==> config.mk <==
export PLATFORM = sky130hd
export DESIGN_NAME = ccs_switcher
export DESIGN_NICKNAME = d
export VERILOG_FILES = /design/src/ccs_pkg.sv /design/src/ccs_edge_count.sv /design/src/ccs_switcher.sv /design/src/ccs_sync.sv
export VERILOG_INCLUDE_DIRS = /design/src /design/src/src
export SDC_FILE = /design/constraint.sdc
export NUM_CORES = 1
export LEC_CHECK = 0
export ABC_AREA = 1
export BUFFER_PORTS_ARGS = -buffer_cell sky130_fd_sc_hd__clkbuf_2
export CAP_MARGIN = 0
export CORE_ASPECT_RATIO = 2
export CORE_UTILIZATION = 45
export DETAILED_ROUTE_END_ITERATION = 7
export PLACE_DENSITY = 0.72
export SETUP_SLACK_MARGIN = 0.5
export SLEW_MARGIN = 20
export SYNTH_ARGS = -nofsm -noshare
export SYNTH_HDL_FRONTEND = slang
export SYNTH_HIERARCHICAL = 1
export SYNTH_SLANG_ARGS = --single-unit
==> constraint.sdc <==
create_clock -name pclk -period 1.9 [get_ports pclk]
set_input_delay 0.285 -clock pclk [delete_from_list [all_inputs] [get_ports pclk]]
set_output_delay 0.285 -clock pclk [all_outputs]
set_load 0.1 [all_outputs]
==> src/ccs_defs.svh <==
`ifndef CCS_DEFS_SVH
`define CCS_DEFS_SVH

// ==========================================================
// register map (byte addresses on the apb bus)
`define CCS_ADDR_W 12
`define CCS_CTRL_OFS 12'h000
`define CCS_TRIM_OFS 12'h004
`define CCS_DIV_OFS 12'h008

// ==========================================================
// control register fields
`define CCS_CURRENT_SOURCE_FIELD_LSB 12
`define CCS_NEW_SOURCE_FIELD_LSB 8
`define CCS_FREEZE_BIT 7
`define CCS_LOCK_BIT 5
`define CCS_CF_BIT 3
`define CCS_KEEP_BIT 1
`define CCS_REQ_BIT 0

// ==========================================================
// unlock keys
`define CCS_KEY_HI1 8'h78
`define CCS_KEY_HI2 8'h9a
`define CCS_KEY_LO1 8'h46
`define CCS_KEY_LO2 8'h57

// ==========================================================
// trim and divisor fields
`define CCS_TRIM_LSB 7
`define CCS_TRIM_W 9
`define CCS_DIV_W 15
`define CCS_DIV_RESET 15'h0001
`define CCS_TRIM_RESET 9'h000

// ==========================================================
// source codes
`define CCS_SRC_FRC 3'h0
`define CCS_SRC_FRC_PLL 3'h1
`define CCS_SRC_PRI 3'h2
`define CCS_SRC_PRI_PLL 3'h3
`define CCS_SRC_SEC 3'h4
`define CCS_SRC_LOW_POWER_RC_OSC 3'h5
`define CCS_SRC_RSVD 3'h6
`define CCS_SRC_FDIV 3'h7

// ==========================================================
// timing counts
`define CCS_SETTLE_EDGES 10
`define CCS_CNT_W 8
`define CCS_BOOT_WAIT 2'h3

`endif

==> src/ccs_pkg.sv <==
`include "ccs_defs.svh"

package ccs_pkg;

  typedef enum logic [2:0] {
    UL_IDLE,
    UL_HI_KEY,
    UL_HI_OPEN,
    UL_LO_KEY,
    UL_LO_OPEN
  } ccs_unlock_e;

  typedef enum logic [1:0] {
    SW_IDLE,
    SW_WAIT,
    SW_SETTLE,
    SW_DONE
  } ccs_switch_e;

  typedef struct packed {
    ccs_unlock_e unl;
    ccs_switch_e sw;
    logic boot_done;
    logic [1:0] boot_wait;
    logic [2:0] current_source_field;
    logic [2:0] new_source_field;
    logic freeze;
    logic lock;
    logic cf;
    logic keep;
    logic req;
    logic fail_d;
    logic [7:0] osc_en;
    logic [`CCS_TRIM_W-1:0] trim;
    logic [`CCS_DIV_W-1:0] div;
    logic [31:0] rdata;
  } ccs_state_s;

  typedef struct packed {
    logic [`CCS_CNT_W-1:0] cnt;
    logic lvl_d;
    logic done;
  } ccs_cnt_s;

endpackage

==> src/ccs_edge_count.sv <==
`timescale 1ns/1ns
`default_nettype none
`include "ccs_defs.svh"

// ==========================================================
// counts rising edges of a sampled clock level while run is high
module ccs_edge_count #(
  parameter int COUNT = `CCS_SETTLE_EDGES
) (
  input wire logic pclk,
  input wire logic presetn,
  input wire logic run,
  input wire logic clk_level,
  output logic done
);

  ccs_pkg::ccs_cnt_s r_reg;
  ccs_pkg::ccs_cnt_s r_next;
  logic lvl_s;

  ccs_sync #(.W(1)) u_lvl_sync (
    .pclk(pclk),
    .presetn(presetn),
    .din(clk_level),
    .dout(lvl_s)
  );

  always_comb begin
    r_next = r_reg;
    r_next.lvl_d = lvl_s;
    if (!run) begin
      r_next.cnt = '0;
      r_next.done = 1'b0;
    end else if (lvl_s && !r_reg.lvl_d && !r_reg.done) begin
      if (r_reg.cnt == COUNT[`CCS_CNT_W-1:0] - 1'b1) begin
        r_next.done = 1'b1;
      end
      r_next.cnt = r_reg.cnt + 1'b1;
    end
  end

  always_ff @(posedge pclk or negedge presetn) begin
    if (!presetn) begin
      r_reg <= '0;
    end else begin
      r_reg <= r_next;
    end
  end

  assign done = r_reg.done;

endmodule // ccs_edge_count

`default_nettype wire

==> src/ccs_switcher.sv <==
// The implementer's own choices: the placing of the registers and register access over APB.
`timescale 1ns/1ns
`default_nettype none
`include "ccs_defs.svh"

// Notes on behaviour
// - trim register holds 9 bits at 15:7 adding n/512; bits 6:0 read zero
// - switching and fail-safe monitor work only when the enable config is zero
// - with switching off, new source is ignored and current source shows boot source
// - with switching off, the request bit ignores writes and reads zero
// - high byte unlock is 78h then 9Ah, protected write follows directly
// - low byte unlock is 46h then 57h, request write follows directly
// - request for the source already in use is cleared and aborted
// - a real switch clears the pll lock bit and the clock fail flag
// - start new source, wait crystal timer or pll lock as it needs
// - count ten edges of the new clock before moving over
// - on completion clear request and copy new source into current source
// - stop the old source unless low-power rc or secondary must stay on
// - software keeps running during a switch and avoids timing-critical work
// - primary submodes are fixed; switching only enters or leaves primary
// - source codes as listed, with 110 reserved
// - lock bit shows pll locked, zero when unlocked, starting or unused
// - with fail-safe on and freeze bit set, selections are locked
module ccs_switcher #(
  parameter int SETTLE_EDGES = `CCS_SETTLE_EDGES
) (
  input wire logic pclk,
  input wire logic presetn,
  input wire logic psel,
  input wire logic penable,
  input wire logic pwrite,
  input wire logic [`CCS_ADDR_W-1:0] paddr,
  input wire logic [31:0] pwdata,
  input wire logic [3:0] pstrb,
  output logic [31:0] prdata,
  output logic pready,
  output logic pslverr,
  input wire logic switching_enable_config,
  input wire logic failsafe_select_config,
  input wire logic [2:0] boot_source_config,
  input wire logic watchdog_enable,
  input wire logic [7:0] osc_running,
  input wire logic [7:0] osc_clock_level,
  input wire logic crystal_startup_done,
  input wire logic pll_locked,
  input wire logic clock_fail_detect,
  output logic [7:0] osc_enable,
  output logic [2:0] sys_clock_select,
  output logic failsafe_monitor_enable,
  output logic switch_busy,
  output logic [`CCS_DIV_W-1:0] ref_divisor_int,
  output logic [`CCS_TRIM_W-1:0] ref_divisor_trim
);

  // ==========================================================
  // input synchronisers
  localparam int SYNC_W = 17;

  logic [SYNC_W-1:0] sync_in;
  logic [SYNC_W-1:0] sync_out;
  logic s_cfg_sw;
  logic s_cfg_fs;
  logic [2:0] s_boot;
  logic s_wdt;
  logic [7:0] s_run;
  logic s_ost;
  logic s_pll;
  logic s_fail;

  assign sync_in = {clock_fail_detect, pll_locked, crystal_startup_done, osc_running,
                    watchdog_enable, boot_source_config, failsafe_select_config,
                    switching_enable_config};

  ccs_sync #(.W(SYNC_W)) u_in_sync (
    .pclk(pclk),
    .presetn(presetn),
    .din(sync_in),
    .dout(sync_out)
  );

  assign s_cfg_sw = sync_out[0];
  assign s_cfg_fs = sync_out[1];
  assign s_boot = sync_out[4:2];
  assign s_wdt = sync_out[5];
  assign s_run = sync_out[13:6];
  assign s_ost = sync_out[14];
  assign s_pll = sync_out[15];
  assign s_fail = sync_out[16];

  // ==========================================================
  // state
  ccs_pkg::ccs_state_s r_reg;
  ccs_pkg::ccs_state_s r_next;

  logic settle_done;
  logic settle_run;

  assign settle_run = (r_reg.sw == ccs_pkg::SW_SETTLE);

  // ==========================================================
  // new-clock settling counter
  ccs_edge_count #(.COUNT(SETTLE_EDGES)) u_settle (
    .pclk(pclk),
    .presetn(presetn),
    .run(settle_run),
    .clk_level(osc_clock_level[r_reg.new_source_field]),
    .done(settle_done)
  );

  // ==========================================================
  // helpers
  function automatic logic is_pll(input logic [2:0] src);
    is_pll = (src == `CCS_SRC_FRC_PLL) || (src == `CCS_SRC_PRI_PLL);
  endfunction

  // primary with or without pll is one code each; the submode is never selected here
  function automatic logic is_crystal(input logic [2:0] src);
    is_crystal = (src == `CCS_SRC_PRI) || (src == `CCS_SRC_PRI_PLL);
  endfunction

  // ==========================================================
  // next-state logic
  logic sw_en;
  logic failsafe_clock_monitor_en;
  logic frozen;
  logic setup_rd;
  logic acc_wr;
  logic hi_wr;
  logic lo_wr;
  logic [7:0] hb;
  logic [7:0] lb;
  logic src_ready;
  logic pll_use;

  always_comb begin
    r_next = r_reg;
    sw_en = ~s_cfg_sw;
    failsafe_clock_monitor_en = ~s_cfg_sw & ~s_cfg_fs;
    frozen = failsafe_clock_monitor_en & r_reg.freeze;
    setup_rd = psel & ~penable & ~pwrite;
    acc_wr = psel & penable & pwrite;
    hi_wr = (pstrb[1:0] == 2'b10);
    lo_wr = (pstrb[1:0] == 2'b01);
    hb = pwdata[15:8];
    lb = pwdata[7:0];
    src_ready = s_run[r_reg.new_source_field];
    pll_use = 1'b0;

    // boot source is caught once the synchronised straps have settled
    if (!r_reg.boot_done) begin
      r_next.boot_wait = r_reg.boot_wait + 2'h1;
      if (r_reg.boot_wait == `CCS_BOOT_WAIT) begin
        r_next.boot_done = 1'b1;
        r_next.current_source_field = s_boot;
        r_next.new_source_field = s_boot;
      end
    end

    // ---- readback, captured in the setup phase ----
    if (setup_rd) begin
      if (paddr == `CCS_CTRL_OFS) begin
        r_next.rdata = {16'h0000, 1'b0, r_reg.current_source_field, 1'b0, r_reg.new_source_field, r_reg.freeze, 1'b0,
                        r_reg.lock, 1'b0, r_reg.cf, 1'b0, r_reg.keep, r_reg.req};
      end else if (paddr == `CCS_TRIM_OFS) begin
        r_next.rdata = {16'h0000, r_reg.trim, 7'h00};
      end else if (paddr == `CCS_DIV_OFS) begin
        r_next.rdata = {17'h00000, r_reg.div};
      end else begin
        r_next.rdata = 32'h0000_0000;
      end
    end

    // ---- switch sequencer ----
    case (r_reg.sw)
      ccs_pkg::SW_IDLE: begin
        if (r_reg.req) begin
          if (r_reg.new_source_field == r_reg.current_source_field) begin
            r_next.req = 1'b0;
          end else begin
            r_next.sw = ccs_pkg::SW_WAIT;
            r_next.lock = 1'b0;
            r_next.cf = 1'b0;
            r_next.osc_en[r_reg.new_source_field] = 1'b1;
          end
        end
      end
      ccs_pkg::SW_WAIT: begin
        if (is_crystal(r_reg.new_source_field)) begin
          src_ready = src_ready & s_ost;
        end
        if (is_pll(r_reg.new_source_field)) begin
          src_ready = src_ready & s_pll;
        end
        if (src_ready) begin
          r_next.sw = ccs_pkg::SW_SETTLE;
        end
      end
      ccs_pkg::SW_SETTLE: begin
        if (settle_done) begin
          r_next.sw = ccs_pkg::SW_DONE;
        end
      end
      ccs_pkg::SW_DONE: begin
        r_next.current_source_field = r_reg.new_source_field;
        r_next.req = 1'b0;
        r_next.osc_en[r_reg.current_source_field] = 1'b0;
        r_next.sw = ccs_pkg::SW_IDLE;
      end
      default: begin
        r_next.sw = ccs_pkg::SW_IDLE;
      end
    endcase

    // ---- pll lock status ----
    pll_use = is_pll(r_reg.current_source_field) || ((r_reg.sw != ccs_pkg::SW_IDLE) && is_pll(r_reg.new_source_field));
    if (!(r_reg.sw == ccs_pkg::SW_IDLE && r_reg.req && r_reg.new_source_field != r_reg.current_source_field)) begin
      r_next.lock = s_pll & pll_use;
    end

    // ---- clock fail flag: a new failure wins over the switch-start clear ----
    r_next.fail_d = s_fail;
    if (failsafe_clock_monitor_en && s_fail && !r_reg.fail_d) begin
      r_next.cf = 1'b1;
    end

    // ---- apb writes ----
    if (acc_wr) begin
      r_next.unl = ccs_pkg::UL_IDLE;
      if (paddr == `CCS_CTRL_OFS) begin
        if (hi_wr && r_reg.unl == ccs_pkg::UL_HI_OPEN) begin
          if (r_reg.sw == ccs_pkg::SW_IDLE && !frozen) begin
            r_next.new_source_field = hb[2:0];
          end
        end else if (lo_wr && r_reg.unl == ccs_pkg::UL_LO_OPEN) begin
          r_next.keep = lb[`CCS_KEEP_BIT];
          if (!frozen) begin
            r_next.freeze = lb[`CCS_FREEZE_BIT];
          end
          if (lb[`CCS_REQ_BIT] && sw_en && !frozen) begin
            r_next.req = 1'b1;
          end
        end else if (hi_wr && hb == `CCS_KEY_HI1) begin
          r_next.unl = ccs_pkg::UL_HI_KEY;
        end else if (hi_wr && r_reg.unl == ccs_pkg::UL_HI_KEY && hb == `CCS_KEY_HI2) begin
          r_next.unl = ccs_pkg::UL_HI_OPEN;
        end else if (lo_wr && lb == `CCS_KEY_LO1) begin
          r_next.unl = ccs_pkg::UL_LO_KEY;
        end else if (lo_wr && r_reg.unl == ccs_pkg::UL_LO_KEY && lb == `CCS_KEY_LO2) begin
          r_next.unl = ccs_pkg::UL_LO_OPEN;
        end
      end else if (paddr == `CCS_TRIM_OFS) begin
        if (pstrb[1]) begin
          r_next.trim[`CCS_TRIM_W-1:1] = pwdata[15:8];
        end
        if (pstrb[0]) begin
          r_next.trim[0] = pwdata[`CCS_TRIM_LSB];
        end
      end else if (paddr == `CCS_DIV_OFS) begin
        if (pstrb[1]) begin
          r_next.div[`CCS_DIV_W-1:8] = pwdata[14:8];
        end
        if (pstrb[0]) begin
          r_next.div[7:0] = pwdata[7:0];
        end
      end
    end

    // ---- switching disabled: follow the boot source, no request ----
    if (!sw_en) begin
      r_next.sw = ccs_pkg::SW_IDLE;
      r_next.req = 1'b0;
      if (r_reg.boot_done) begin
        r_next.current_source_field = s_boot;
      end
    end

    // ---- oscillator enables ----
    if (r_reg.boot_done) begin
      r_next.osc_en[r_next.current_source_field] = 1'b1;
    end
    if (s_wdt || failsafe_clock_monitor_en) begin
      r_next.osc_en[`CCS_SRC_LOW_POWER_RC_OSC] = 1'b1;
    end
    if (r_reg.keep) begin
      r_next.osc_en[`CCS_SRC_SEC] = 1'b1;
    end
  end

  // ==========================================================
  // state register
  always_ff @(posedge pclk or negedge presetn) begin
    if (!presetn) begin
      r_reg.unl <= ccs_pkg::UL_IDLE;
      r_reg.sw <= ccs_pkg::SW_IDLE;
      r_reg.boot_done <= 1'b0;
      r_reg.boot_wait <= 2'h0;
      r_reg.current_source_field <= `CCS_SRC_FRC;
      r_reg.new_source_field <= `CCS_SRC_FRC;
      r_reg.freeze <= 1'b0;
      r_reg.lock <= 1'b0;
      r_reg.cf <= 1'b0;
      r_reg.keep <= 1'b0;
      r_reg.req <= 1'b0;
      r_reg.fail_d <= 1'b0;
      r_reg.osc_en <= 8'h00;
      r_reg.trim <= `CCS_TRIM_RESET;
      r_reg.div <= `CCS_DIV_RESET;
      r_reg.rdata <= 32'h0000_0000;
    end else begin
      r_reg <= r_next;
    end
  end

  // ==========================================================
  // outputs
  assign prdata = r_reg.rdata;
  assign pready = 1'b1;
  assign pslverr = psel & penable & (paddr != `CCS_CTRL_OFS) & (paddr != `CCS_TRIM_OFS)
                   & (paddr != `CCS_DIV_OFS);
  assign osc_enable = r_reg.osc_en;
  assign sys_clock_select = r_reg.current_source_field;
  assign failsafe_monitor_enable = failsafe_clock_monitor_en;
  assign switch_busy = (r_reg.sw != ccs_pkg::SW_IDLE);
  assign ref_divisor_int = r_reg.div;
  assign ref_divisor_trim = r_reg.trim;

endmodule // ccs_switcher

`default_nettype wire

==> src/ccs_sync.sv <==
`timescale 1ns/1ns
`default_nettype none

// ==========================================================
// two-stage synchroniser for asynchronous levels
module ccs_sync #(
  parameter int W = 1
) (
  input wire logic pclk,
  input wire logic presetn,
  input wire logic [W-1:0] din,
  output logic [W-1:0] dout
);

  typedef struct packed {
    logic [W-1:0] s1;
    logic [W-1:0] s2;
  } ccs_sync_s;

  ccs_sync_s r_reg;
  ccs_sync_s r_next;

  always_comb begin
    r_next.s1 = din;
    r_next.s2 = r_reg.s1;
  end

  always_ff @(posedge pclk or negedge presetn) begin
    if (!presetn) begin
      r_reg <= '0;
    end else begin
      r_reg <= r_next;
    end
  end

  assign dout = r_reg.s2;

endmodule // ccs_sync

`default_nettype wire

Word-level counts from Yosys, hierarchy flattened
Index checks and enable logic that the tools add are counted.
{"block": "op_classes", "n_addsub": 2, "order_cmp": 6, "eq_ne": 36, "n_mux": 68, "bitwise": 24, "n_reduce_logical": 46}
{"operator": "8-bit two-way mux", "count": 5}
{"operator": "3-bit two-way mux", "count": 12}
{"operator": "16-bit two-way mux", "count": 2}
{"operator": "1-bit two-way mux", "count": 28}
{"operator": "8-bit by 7-bit == test with 1-bit output (second input constant)", "count": 3}
{"operator": "1-bit logical AND", "count": 21}
{"operator": "2-bit two-way mux", "count": 8}
{"operator": "8-bit bitwise OR", "count": 2}
{"operator": "8-bit one-hot mux with 2 select lines", "count": 1}
{"operator": "4-bit AND reduction", "count": 4}
{"operator": "3-bit by 2-bit == test with 1-bit output (second input constant)", "count": 5}
{"operator": "15-bit two-way mux", "count": 1}
{"operator": "5-bit AND reduction", "count": 3}
{"operator": "1-bit bitwise AND", "count": 12}
{"operator": "12-bit by 3-bit == test with 1-bit output (second input constant)", "count": 1}
{"operator": "12-bit by 4-bit == test with 1-bit output (second input constant)", "count": 1}
{"operator": "12-bit zero test", "count": 1}
{"operator": "3-bit by 4-bit less-than comparator with 1-bit output (second input constant)", "count": 3}
{"operator": "12-bit by 3-bit inequality test with 1-bit output (second input constant)", "count": 1}
{"operator": "12-bit by 4-bit inequality test with 1-bit output (second input constant)", "count": 1}
{"operator": "12-bit nonzero test", "count": 1}
{"operator": "2-bit inequality test (second input constant)", "count": 5}
{"operator": "1-bit demux with 3-bit select", "count": 3}
{"operator": "3-bit by 1-bit == test with 1-bit output (second input constant)", "count": 3}
{"operator": "28 further kinds", "count": 55}
{"block": "word_totals", "ff_bits": 130, "out_inout_bits": 71, "wordCells": 207}

Longest topological paths before layout
Gate-level depths: netlist (run 1).
{"block": "logic_depth", "depth_word": 13, "mapped_depth": 11, "ltp_nobuf": 11}

By module
The synthesis (run 1) kept the hierarchy.
{"mod": "ccs_switcher", "instances": 1, "cells_per_inst": 604, "area_per_inst_um2": 4471.8, "seq_area_each_um2": 1702.9}
{"mod": "ccs_sync at u_in_sync", "instances": 1, "cells_per_inst": 34, "area_per_inst_um2": 850.8, "seq_area_each_um2": 850.8}
{"mod": "ccs_edge_count", "instances": 1, "cells_per_inst": 70, "area_per_inst_um2": 550.5, "seq_area_each_um2": 250.2}
{"mod": "ccs_sync at u_settle.u_lvl_sync", "instances": 1, "cells_per_inst": 2, "area_per_inst_um2": 50.0, "seq_area_each_um2": 50.0}

Least setup slack after synthesis (run 1)
Ideal clock, no wire load.
{"block": "synth_timing", "kind": "input to output", "from": "in paddr[7]", "to": "out pslverr", "arrival_ps": 2863, "required_time_ps": 1615, "slack_ps": -1248, "path_stages": 6, "path_buffers": 0, "path_cell_list": "nor2_1 nand2_2 nor2_8 nand4_4 inv_6 a211oi_1"}
{"block": "synth_between", "elab_chain_len": 4, "word_cells_on_any_way": 6, "classes_between": "eq/ne (2); bitwise (3); reduce/logical (1)"}
{"element": "from (decl)", "line": "ccs_switcher.sv:32", "source": "input wire logic [`CCS_ADDR_W-1:0] paddr,"}
{"element": "12-bit nonzero test (no source line)"}
{"element": "1-bit bitwise AND (2 in a row)", "line": "ccs_switcher.sv:318", "source": "assign pslverr = psel & penable & (paddr != `CCS_CTRL_OFS) & (paddr != `CCS_TRIM_OFS)"}
{"element": "1-bit bitwise AND (*)", "line": "ccs_switcher.sv:318"}
{"element": "to (decl)", "line": "ccs_switcher.sv:37", "source": "output logic pslverr,"}
Mark *: on every way between the ends. The rest lies on a longest branch, timed or not.

Worst setup path after layout (run 1)
{"block": "layout_timing", "from": "reg r_reg[80] (netlist bit)", "to": "reg r_reg[80] (netlist bit)"}
{"block": "layout_between", "elab_chain_len": 3, "word_cells_on_any_way": 11, "classes_between": "eq/ne (7); mux (2); reduce/logical (2)"}
{"element": "from (decl)", "line": "ccs_switcher.sv:92", "source": "ccs_pkg::ccs_state_s r_reg;"}
{"element": "from (signal assigned)", "line": "ccs_switcher.sv:310", "source": "r_reg <= r_next;"}
{"element": "2-bit == test (tied with other cells)", "line": "ccs_switcher.sv:174", "source": "case (r_reg.sw)"}
{"element": "3-bit inequality test (no source line) (tied with other cells)"}
{"element": "4-bit AND reduction (no source line) / 2-bit two-way mux (equally long branches)"}
Parallel ways exist; a longest one is shown, timed or not.
A chain may end at the register's enable or synchronous reset.

==> flow_metrics.env, run 1 <==
export IMPL_synth_edf_count=0
export IMPL_numCtsBuffers=17
export IMPL_whs_path_depth=3
export IMPL_dr_pass1_iters=8
export IMPL_grt_max_degree=47
export IMPL_arrival_ns=1.99
export IMPL_area_growth_pct=39.82
export IMPL_vias=5438
export IMPL_internal_power_mw=5.288
export IMPL_synth_flop_cell="dfrtp_1"
export IMPL_crit_type="register to register"
export IMPL_outcome="complete, but fails checks"
export IMPL_dp_final_hpwl_um=11330
export IMPL_min_from="pwdata[3]"
export IMPL_syn_area_um2=5923
export IMPL_async_flop_share_pct=100.0
export IMPL_grt_antenna_before_repair=0
export IMPL_fin_crit_sh_pct=89.22
export IMPL_r2r_start="r_reg[80]"
export IMPL_ctsHtreeMaxLevel=4
export IMPL_multi_input_area_um2=2471
export IMPL_fmax_mhz=589.9
export IMPL_max_stage_delay_ns=0.43
export IMPL_final_util_pct=64.11
export IMPL_postRouteAntennaNets=0
export IMPL_grt_use_total_pct=24.60
export IMPL_period_minus_slack_ns=1.695
export IMPL_cts_root_buf="clkbuf_16"
export IMPL_final_nets=950
export IMPL_critPathLaunchType="register"
export IMPL_worst_pin_slew_ns=0.6407
export IMPL_ys_ff_latch=114
export IMPL_crit_family="buffers and inverters"
export IMPL_cp_end_kind="register"
export IMPL_drive_gt1_share_pct=35.58
export IMPL_hold_class="input port to register"
export IMPL_clk_latency_ns=0.42
export IMPL_required_ns=2.19
export IMPL_tns_ns=0
export IMPL_fin_skew_ns=0.01168
export IMPL_r2r_cells=9
export IMPL_synth_warnings=6
export IMPL_finalHoldViolations=0
export IMPL_drt_wl_total_um=17360
export IMPL_clk_path_buf_depth=2
export IMPL_seqCellArea_um2=2863
export IMPL_drv_slew=0
export IMPL_ir_worst_vdd_v=0.001034
export IMPL_setup_violations=0
export IMPL_p_leak_nw=4.077
export IMPL_p_clk_share_pct=34.9
export IMPL_switching_power_mw=3.143
export IMPL_drt_iter0_markers=319
export IMPL_max_slew_margin_pct=57.24
export IMPL_gp_congestion=0.8858
export IMPL_routedWlPerCell_um=16.87
export IMPL_cts_tree="done"
export IMPL_critPathMaxFanout=5
export IMPL_grt_ovfl_total=0
export IMPL_seqPwrFrac_pct=32.3
export IMPL_fillers=977
export IMPL_core_um2=12920
export IMPL_antenna_cells=0
export IMPL_io_pins=149
export IMPL_ys_seq_area_share_pct=48.18
export IMPL_syn_area_per_cell_um2=8.343
export IMPL_r2r_setup_slack_ns=0.20
export IMPL_initial_core_util_pct=45.85
export IMPL_grt_pass1_vias=5282
export IMPL_synth_cells=710
export IMPL_cts_sinks=114
export IMPL_critPathBufInv=5
export IMPL_port_buffers=113
export IMPL_violations="DRC"
export IMPL_ys_types=45
export IMPL_cpMaxStageDelayCell="dfrtp_2"
export IMPL_pwr_share_comb_pct=32.8
export IMPL_powerDensity_nw_per_um2=1018
export IMPL_die_x_um=83.13
export IMPL_path_clk_slew_ns=0.06
export IMPL_hold_end="ref_divisor_int[3]"
export IMPL_crit_chain="inv_4, ha_4, clkinvlp_4, buf_4, buf_6, o31ai_4, inv_2, nand4_1, nand2_1"
export IMPL_placementRows=59
export IMPL_drc=1
export IMPL_switching_share_pct=37.28
export IMPL_via_per_inst=5.285
export IMPL_rsz0062_at_grt="yes"
export IMPL_fp_dieH_um=164.3
export IMPL_drv_cap=0
export IMPL_r2r_end="r_reg[80]"
export IMPL_grt_pass1_wl_um=25630
export IMPL_die_area_um2=13650
layer usage:
layer | up-vias | global-route usage, % | routed length [um]
li1 | 2502 | - | -
met1 | 2582 | 23.56 | 5631
met2 | 262 | 46.98 | 9781
met3 | 92 | 5.126 | 865
met4 | 0 | 15.44 | 1082
met5 | - | 0 | 0
stage by stage:
stage               total power [mW]  std cells  setup slack [ns]  cell area [um2]  hold WS (ns)
floorplan                      4.432        725           0.08874             6025      -0.01059
global placement               4.734        927            0.2180             6342        0.2710
detailed placement             4.746        927            0.1667             6342        0.2692
CTS                            8.128       1005            0.2417             7843       0.08732
global route                   8.674       1029            0.1112             8282        0.1074
finish                         8.431       1029            0.2048             8282       0.09032
how the worst max path moves through the flow:
stage | from | to | slack [ns] | cells past startpoint
finish | r_reg[80] | r_reg[80] | 0.20 | 9
global route | r_reg[71] | r_reg[80] | 0.11 | 10
CTS | r_reg[79] | switch_busy | 0.24 | 4
detailed placement | paddr[1] | ref_divisor_trim[0] | 0.17 | 7
global placement | paddr[1] | ref_divisor_trim[0] | 0.22 | 7
floorplan | r_reg[80] | r_reg[79] | 0.09 | 8
worst register-to-register path, cell delays in order, from the launching register on:
cell and delay [ns]:
dfrtp_2 0.43, inv_4 0.08, ha_4 0.16, clkinvlp_4 0.14
buf_4 0.17, buf_6 0.13, o31ai_4 0.24, inv_2 0.08
nand4_1 0.09, nand2_1 0.07
power by group through the flow:
| stage | sequential, mW | clock (mW) | combinational [mW] |
|---|---|---|---|
| final | 2.73 | 2.94 | 2.76 |
| after global routing | 2.74 | 3.05 | 2.88 |
| after CTS | 2.72 | 2.94 | 2.46 |
| after detailed placement | 2.76 | 0 | 1.99 |
| after global placement | 2.76 | 0 | 1.98 |
| after floorplan | 2.72 | 0 | 1.71 |
cells in the final DEF (no fill, tap or decap), types with 6 or more instances in the layout:
cell	Yosys	layout
nor3_1	12	9
nand4_1	8	8
inv_1	105	91
nand2_2	3	12
o22ai_1	8	8
a21oi_1	20	14
clkbuf_4	0	6
o21ai_0	36	28
nor2_2	7	6
inv_2	4	11
dfrtp_2	0	7
buf_4	68	71
conb_1	2	17
dlygate4sd3_1	0	18
nand3_2	2	6
nor2_4	4	14
nand3_1	53	49
clkinvlp_4	0	7
clkbuf_16	0	22
dfrtp_1	113	106
buf_6	3	18
clkbuf_8	0	23
nor2_1	44	35
nand2_1	152	138
clkbuf_2	0	50
nand2_4	1	6
o21ai_1	15	19
kinds of logic after synthesis:
| kind of cell | Yosys count | synth area share, % |
|---|---|---|
| flip-flops | 114 | 48.18 |
| AND/OR/NAND/NOR | 300 | 23.85 |
| AO/OA/AOI/OAI | 97 | 9.147 |
| adder cells (fa/ha/maj) | 8 | 1.690 |
| other | 2 | 0.1268 |
| XOR/XNOR | 2 | 0.2958 |
| buffers and inverters | 187 | 16.71 |
cell usage after synthesis, types with 2 or more instances:
| cell | count | area share [%] |
|---|---|---|
| o31ai_1 | 6 | 0.76 |
| nand2_1 | 152 | 9.6 |
| inv_1 | 105 | 6.7 |
| nand2_2 | 3 | 0.32 |
| inv_2 | 4 | 0.25 |
| nand4_1 | 8 | 0.84 |
| ha_1 | 8 | 1.7 |
| nand3_4 | 2 | 0.59 |
| a21oi_1 | 20 | 1.7 |
| a22oi_1 | 2 | 0.25 |
| xnor2_1 | 2 | 0.30 |
| o21ai_1 | 15 | 1.3 |
| clkbuf_1 | 2 | 0.13 |
| conb_1 | 2 | 0.13 |
| buf_4 | 68 | 8.6 |
| nor2_2 | 7 | 0.74 |
| o21ai_0 | 36 | 3.0 |
| nor2_1 | 44 | 2.8 |
| nand4_2 | 2 | 0.42 |
| or2_2 | 2 | 0.21 |
| a31oi_1 | 3 | 0.32 |
| dfrtp_1 | 113 | 48 |
| buf_6 | 3 | 0.57 |
| buf_2 | 4 | 0.34 |
| o22ai_1 | 8 | 0.84 |
| nor4_1 | 3 | 0.32 |
| nand3_2 | 2 | 0.34 |
| nor2_4 | 4 | 0.76 |
| nor3_1 | 12 | 1.0 |
| nand3_1 | 53 | 4.5 |
layout make-up:
cell class / instances / share of cell area, %
Clock buffer: 19 / 5.227
Clock inverter: 13 / 1.360
Inverter: 110 / 5.363
Multi-Input combinational cell: 424 / 29.84
Sequential cell: 114 / 34.57
Tap cell: 152 / 2.296
Timing Repair Buffer: 197 / 21.35
repair_timing:
item / 4_1_cts / 5_1_grt
buffers inserted: 28 / 24
gates cloned: 0 / 0
gates resized for setup: 144 / 85
hold endpoints to repair: 47 / 0
setup endpoints to repair: 73 / 59
hold buffers: 18 / 0
pin swaps: 13 / 24
No activity file was read; power rests on OpenSTA's default activity.
==> run 2, diff against run 1 <==
--- a/config.mk
+++ b/config.mk
@@ -11,6 +11,7 @@
 export CAP_MARGIN = 0
 export CORE_ASPECT_RATIO = 2
 export CORE_UTILIZATION = 45
+export CTS_BUF_LIST = sky130_fd_sc_hd__clkbuf_4
 export DETAILED_ROUTE_END_ITERATION = 7
 export PLACE_DENSITY = 0.72
 export SETUP_SLACK_MARGIN = 0.5
==> constraint.sdc (replaced) <==
create_clock -name pclk -period 1.9 [get_ports pclk]
set_input_delay 0.19 -clock pclk [delete_from_list [all_inputs] [get_ports pclk]]
set_output_delay 0.19 -clock pclk [all_outputs]
set_load 0.1 [all_outputs]
==> run 2 against run 1 <==
The flow now finishes without violations. Utilization is 1.5 points higher. Final cell count increased by 2.2%. Die area did not move. Non-clock buffer count increased by 22. Sequential power about the same. Sequential share of layout area decreased by 0.78 points. Critical path type is now register to output pin. Highest routed layer unchanged.
==> flow_metrics.env, run 2 (synthesis results as in run 1) <==
export IMPL_r2r_start="r_reg[80]"
export IMPL_drc=0
export IMPL_drive_gt1_share_pct=34.04
export IMPL_area_growth_pct=43.11
export IMPL_fin_skew_ns=0.01485
export IMPL_tns_ns=0
export IMPL_setup_violations=0
export IMPL_r2r_end="r_reg[80]"
export IMPL_finalHoldViolations=0
export IMPL_grt_ovfl_total=0
export IMPL_r2r_cells=9
export IMPL_vias=5525
export IMPL_switching_share_pct=40.25
export IMPL_cts_root_buf="clkbuf_4"
export IMPL_worst_pin_slew_ns=0.6363
export IMPL_switching_power_mw=2.905
export IMPL_path_clk_slew_ns=0.10
export IMPL_ir_worst_vdd_v=0.0009171
export IMPL_core_um2=12920
export IMPL_cts_tree="done"
export IMPL_internal_power_mw=4.311
export IMPL_drv_slew=0
export IMPL_final_area_um2=8477
export IMPL_placementRows=59
export IMPL_postRouteAntennaNets=0
export IMPL_final_util_pct=65.62
export IMPL_clk_path_buf_depth=2
export IMPL_seqPwrFrac_pct=37.9
export IMPL_dpl_cell_count=922
export IMPL_cts_sinks=114
export IMPL_whs_path_depth=4
export IMPL_hold_class="input port to register"
export IMPL_p_clk_share_pct=23.8
export IMPL_io_pins=149
export IMPL_max_slew_margin_pct=57.54
export IMPL_dr_pass1_iters=5
export IMPL_hold_end="u_settle/u_lvl_sync/r_next[0]"
export IMPL_final_nets=972
export IMPL_routedWlPerCell_um=16.44
export IMPL_drv_cap=0
export IMPL_final_cell_mix="nand2_1 (142), dfrtp_1 (105), inv_1 (93), clkbuf_2 (58), buf_4 (58)"
export IMPL_fmax_mhz=600.1
export IMPL_period_minus_slack_ns=1.666
export IMPL_numCtsBuffers=17
export IMPL_fin_crit_sh_pct=87.71
export IMPL_critPathLaunchType="register"
export IMPL_dpl_worst_slack_ns=0.2488
export IMPL_port_buffers=113
export IMPL_drt_iter0_markers=337
export IMPL_via_per_inst=5.252
export IMPL_arrival_ns=1.48
export IMPL_grt_pass1_vias=5334
export IMPL_grt_use_total_pct=24.87
export IMPL_r2r_setup_slack_ns=0.24
export IMPL_power_mw=7.216
export IMPL_die_area_um2=13650
export IMPL_rsz0062_at_grt="yes"
export IMPL_grt_pass1_wl_um=26020
export IMPL_fillers=962
export IMPL_drt_wl_total_um=17300
export IMPL_outcome="complete, no violations"
export IMPL_placed_cell_area_um2=6297
export IMPL_grt_max_degree=46
export IMPL_min_from="osc_clock_level[0]"
export IMPL_dp_final_hpwl_um=11260
export IMPL_gp_congestion=0.9019
export IMPL_crit_type="register to output pin"
export IMPL_initial_core_util_pct=45.85
export IMPL_layout_commonest_cell="nand2_1"
export IMPL_p_leak_nw=4.141
export IMPL_powerDensity_nw_per_um2=851.2
export IMPL_worst_slack_ns=0.2336
export IMPL_ctsHtreeMaxLevel=4
export IMPL_critPathMaxFanout=2
export IMPL_cp_end_kind="output pin"
export IMPL_fp_dieH_um=164.3
export IMPL_fin_hold_ws_ns=0.07307
export IMPL_clk_latency_ns=0.51
export IMPL_required_ns=1.71
export IMPL_grt_antenna_before_repair=1
export IMPL_pwr_share_comb_pct=38.3
export IMPL_final_cells=1052
export IMPL_die_x_um=83.13
-- run 2: what timing repair did --
| item | 4_1_cts | 5_1_grt |
|---|---|---|
| setup buffers | 25 | 32 |
| pin swaps | 11 | 24 |
| hold buffers | 40 | 0 |
| endpoints found under the setup margin | 72 | 69 |
| resized for setup | 164 | 78 |
| endpoints found under the hold margin | 84 | 0 |
-- run 2: worst max-delay path, stage by stage (launching register included) --
cell	delay (ns)
dfrtp_1	0.42
inv_2	0.09
ha_4	0.15
clkinvlp_4	0.11
clkbuf_16	0.21
-- run 2: layout make-up --
class                           count  area (um2)  share of cell area [%]
Inverter                          110       437.9                   5.166
Multi-Input combinational cell    424        2392                   28.22
Timing Repair Buffer              219        2320                   27.37
Sequential cell                   114        2864                   33.79
Antenna cell                        1       2.502                 0.02952
Clock buffer                       17       127.6                   1.506
Tap cell                          152       190.2                   2.244
Clock inverter                     15       142.6                   1.683
-- run 2: worst max path at each step --
stage,end,start
after floorplan,r_reg[79],r_reg[80]
after global placement,osc_enable[2],r_reg[79]
after detailed placement,osc_enable[3],r_reg[79]
after CTS,switch_busy,r_reg[79]
after global routing,switch_busy,r_reg[80]
final,switch_busy,r_reg[80]
-- run 2: layer usage --
| metal | share of wire, % | vias to the layer above | GRT usage [%] |
|---|---|---|---|
| met1 | 34 | 2633 | 24.26 |
| met2 | 55 | 272 | 46.72 |
| met3 | 4.7 | 81 | 4.925 |
| li1 | - | 2539 | - |
| met4 | 6.3 | 0 | 16.61 |
| met5 | 0 | - | 0 |
-- run 2: power groups by stage --
stage          Clock (mW)  Sequential (mW)  Combinational (mW)
2_1_floorplan           0             2.72                1.71
3_3_place_gp            0             2.76                1.95
3_5_place_dp            0             2.76                1.97
4_1_cts              1.76             2.72                2.47
5_1_grt              1.87             2.76                2.90
6_report             1.72             2.74                2.76
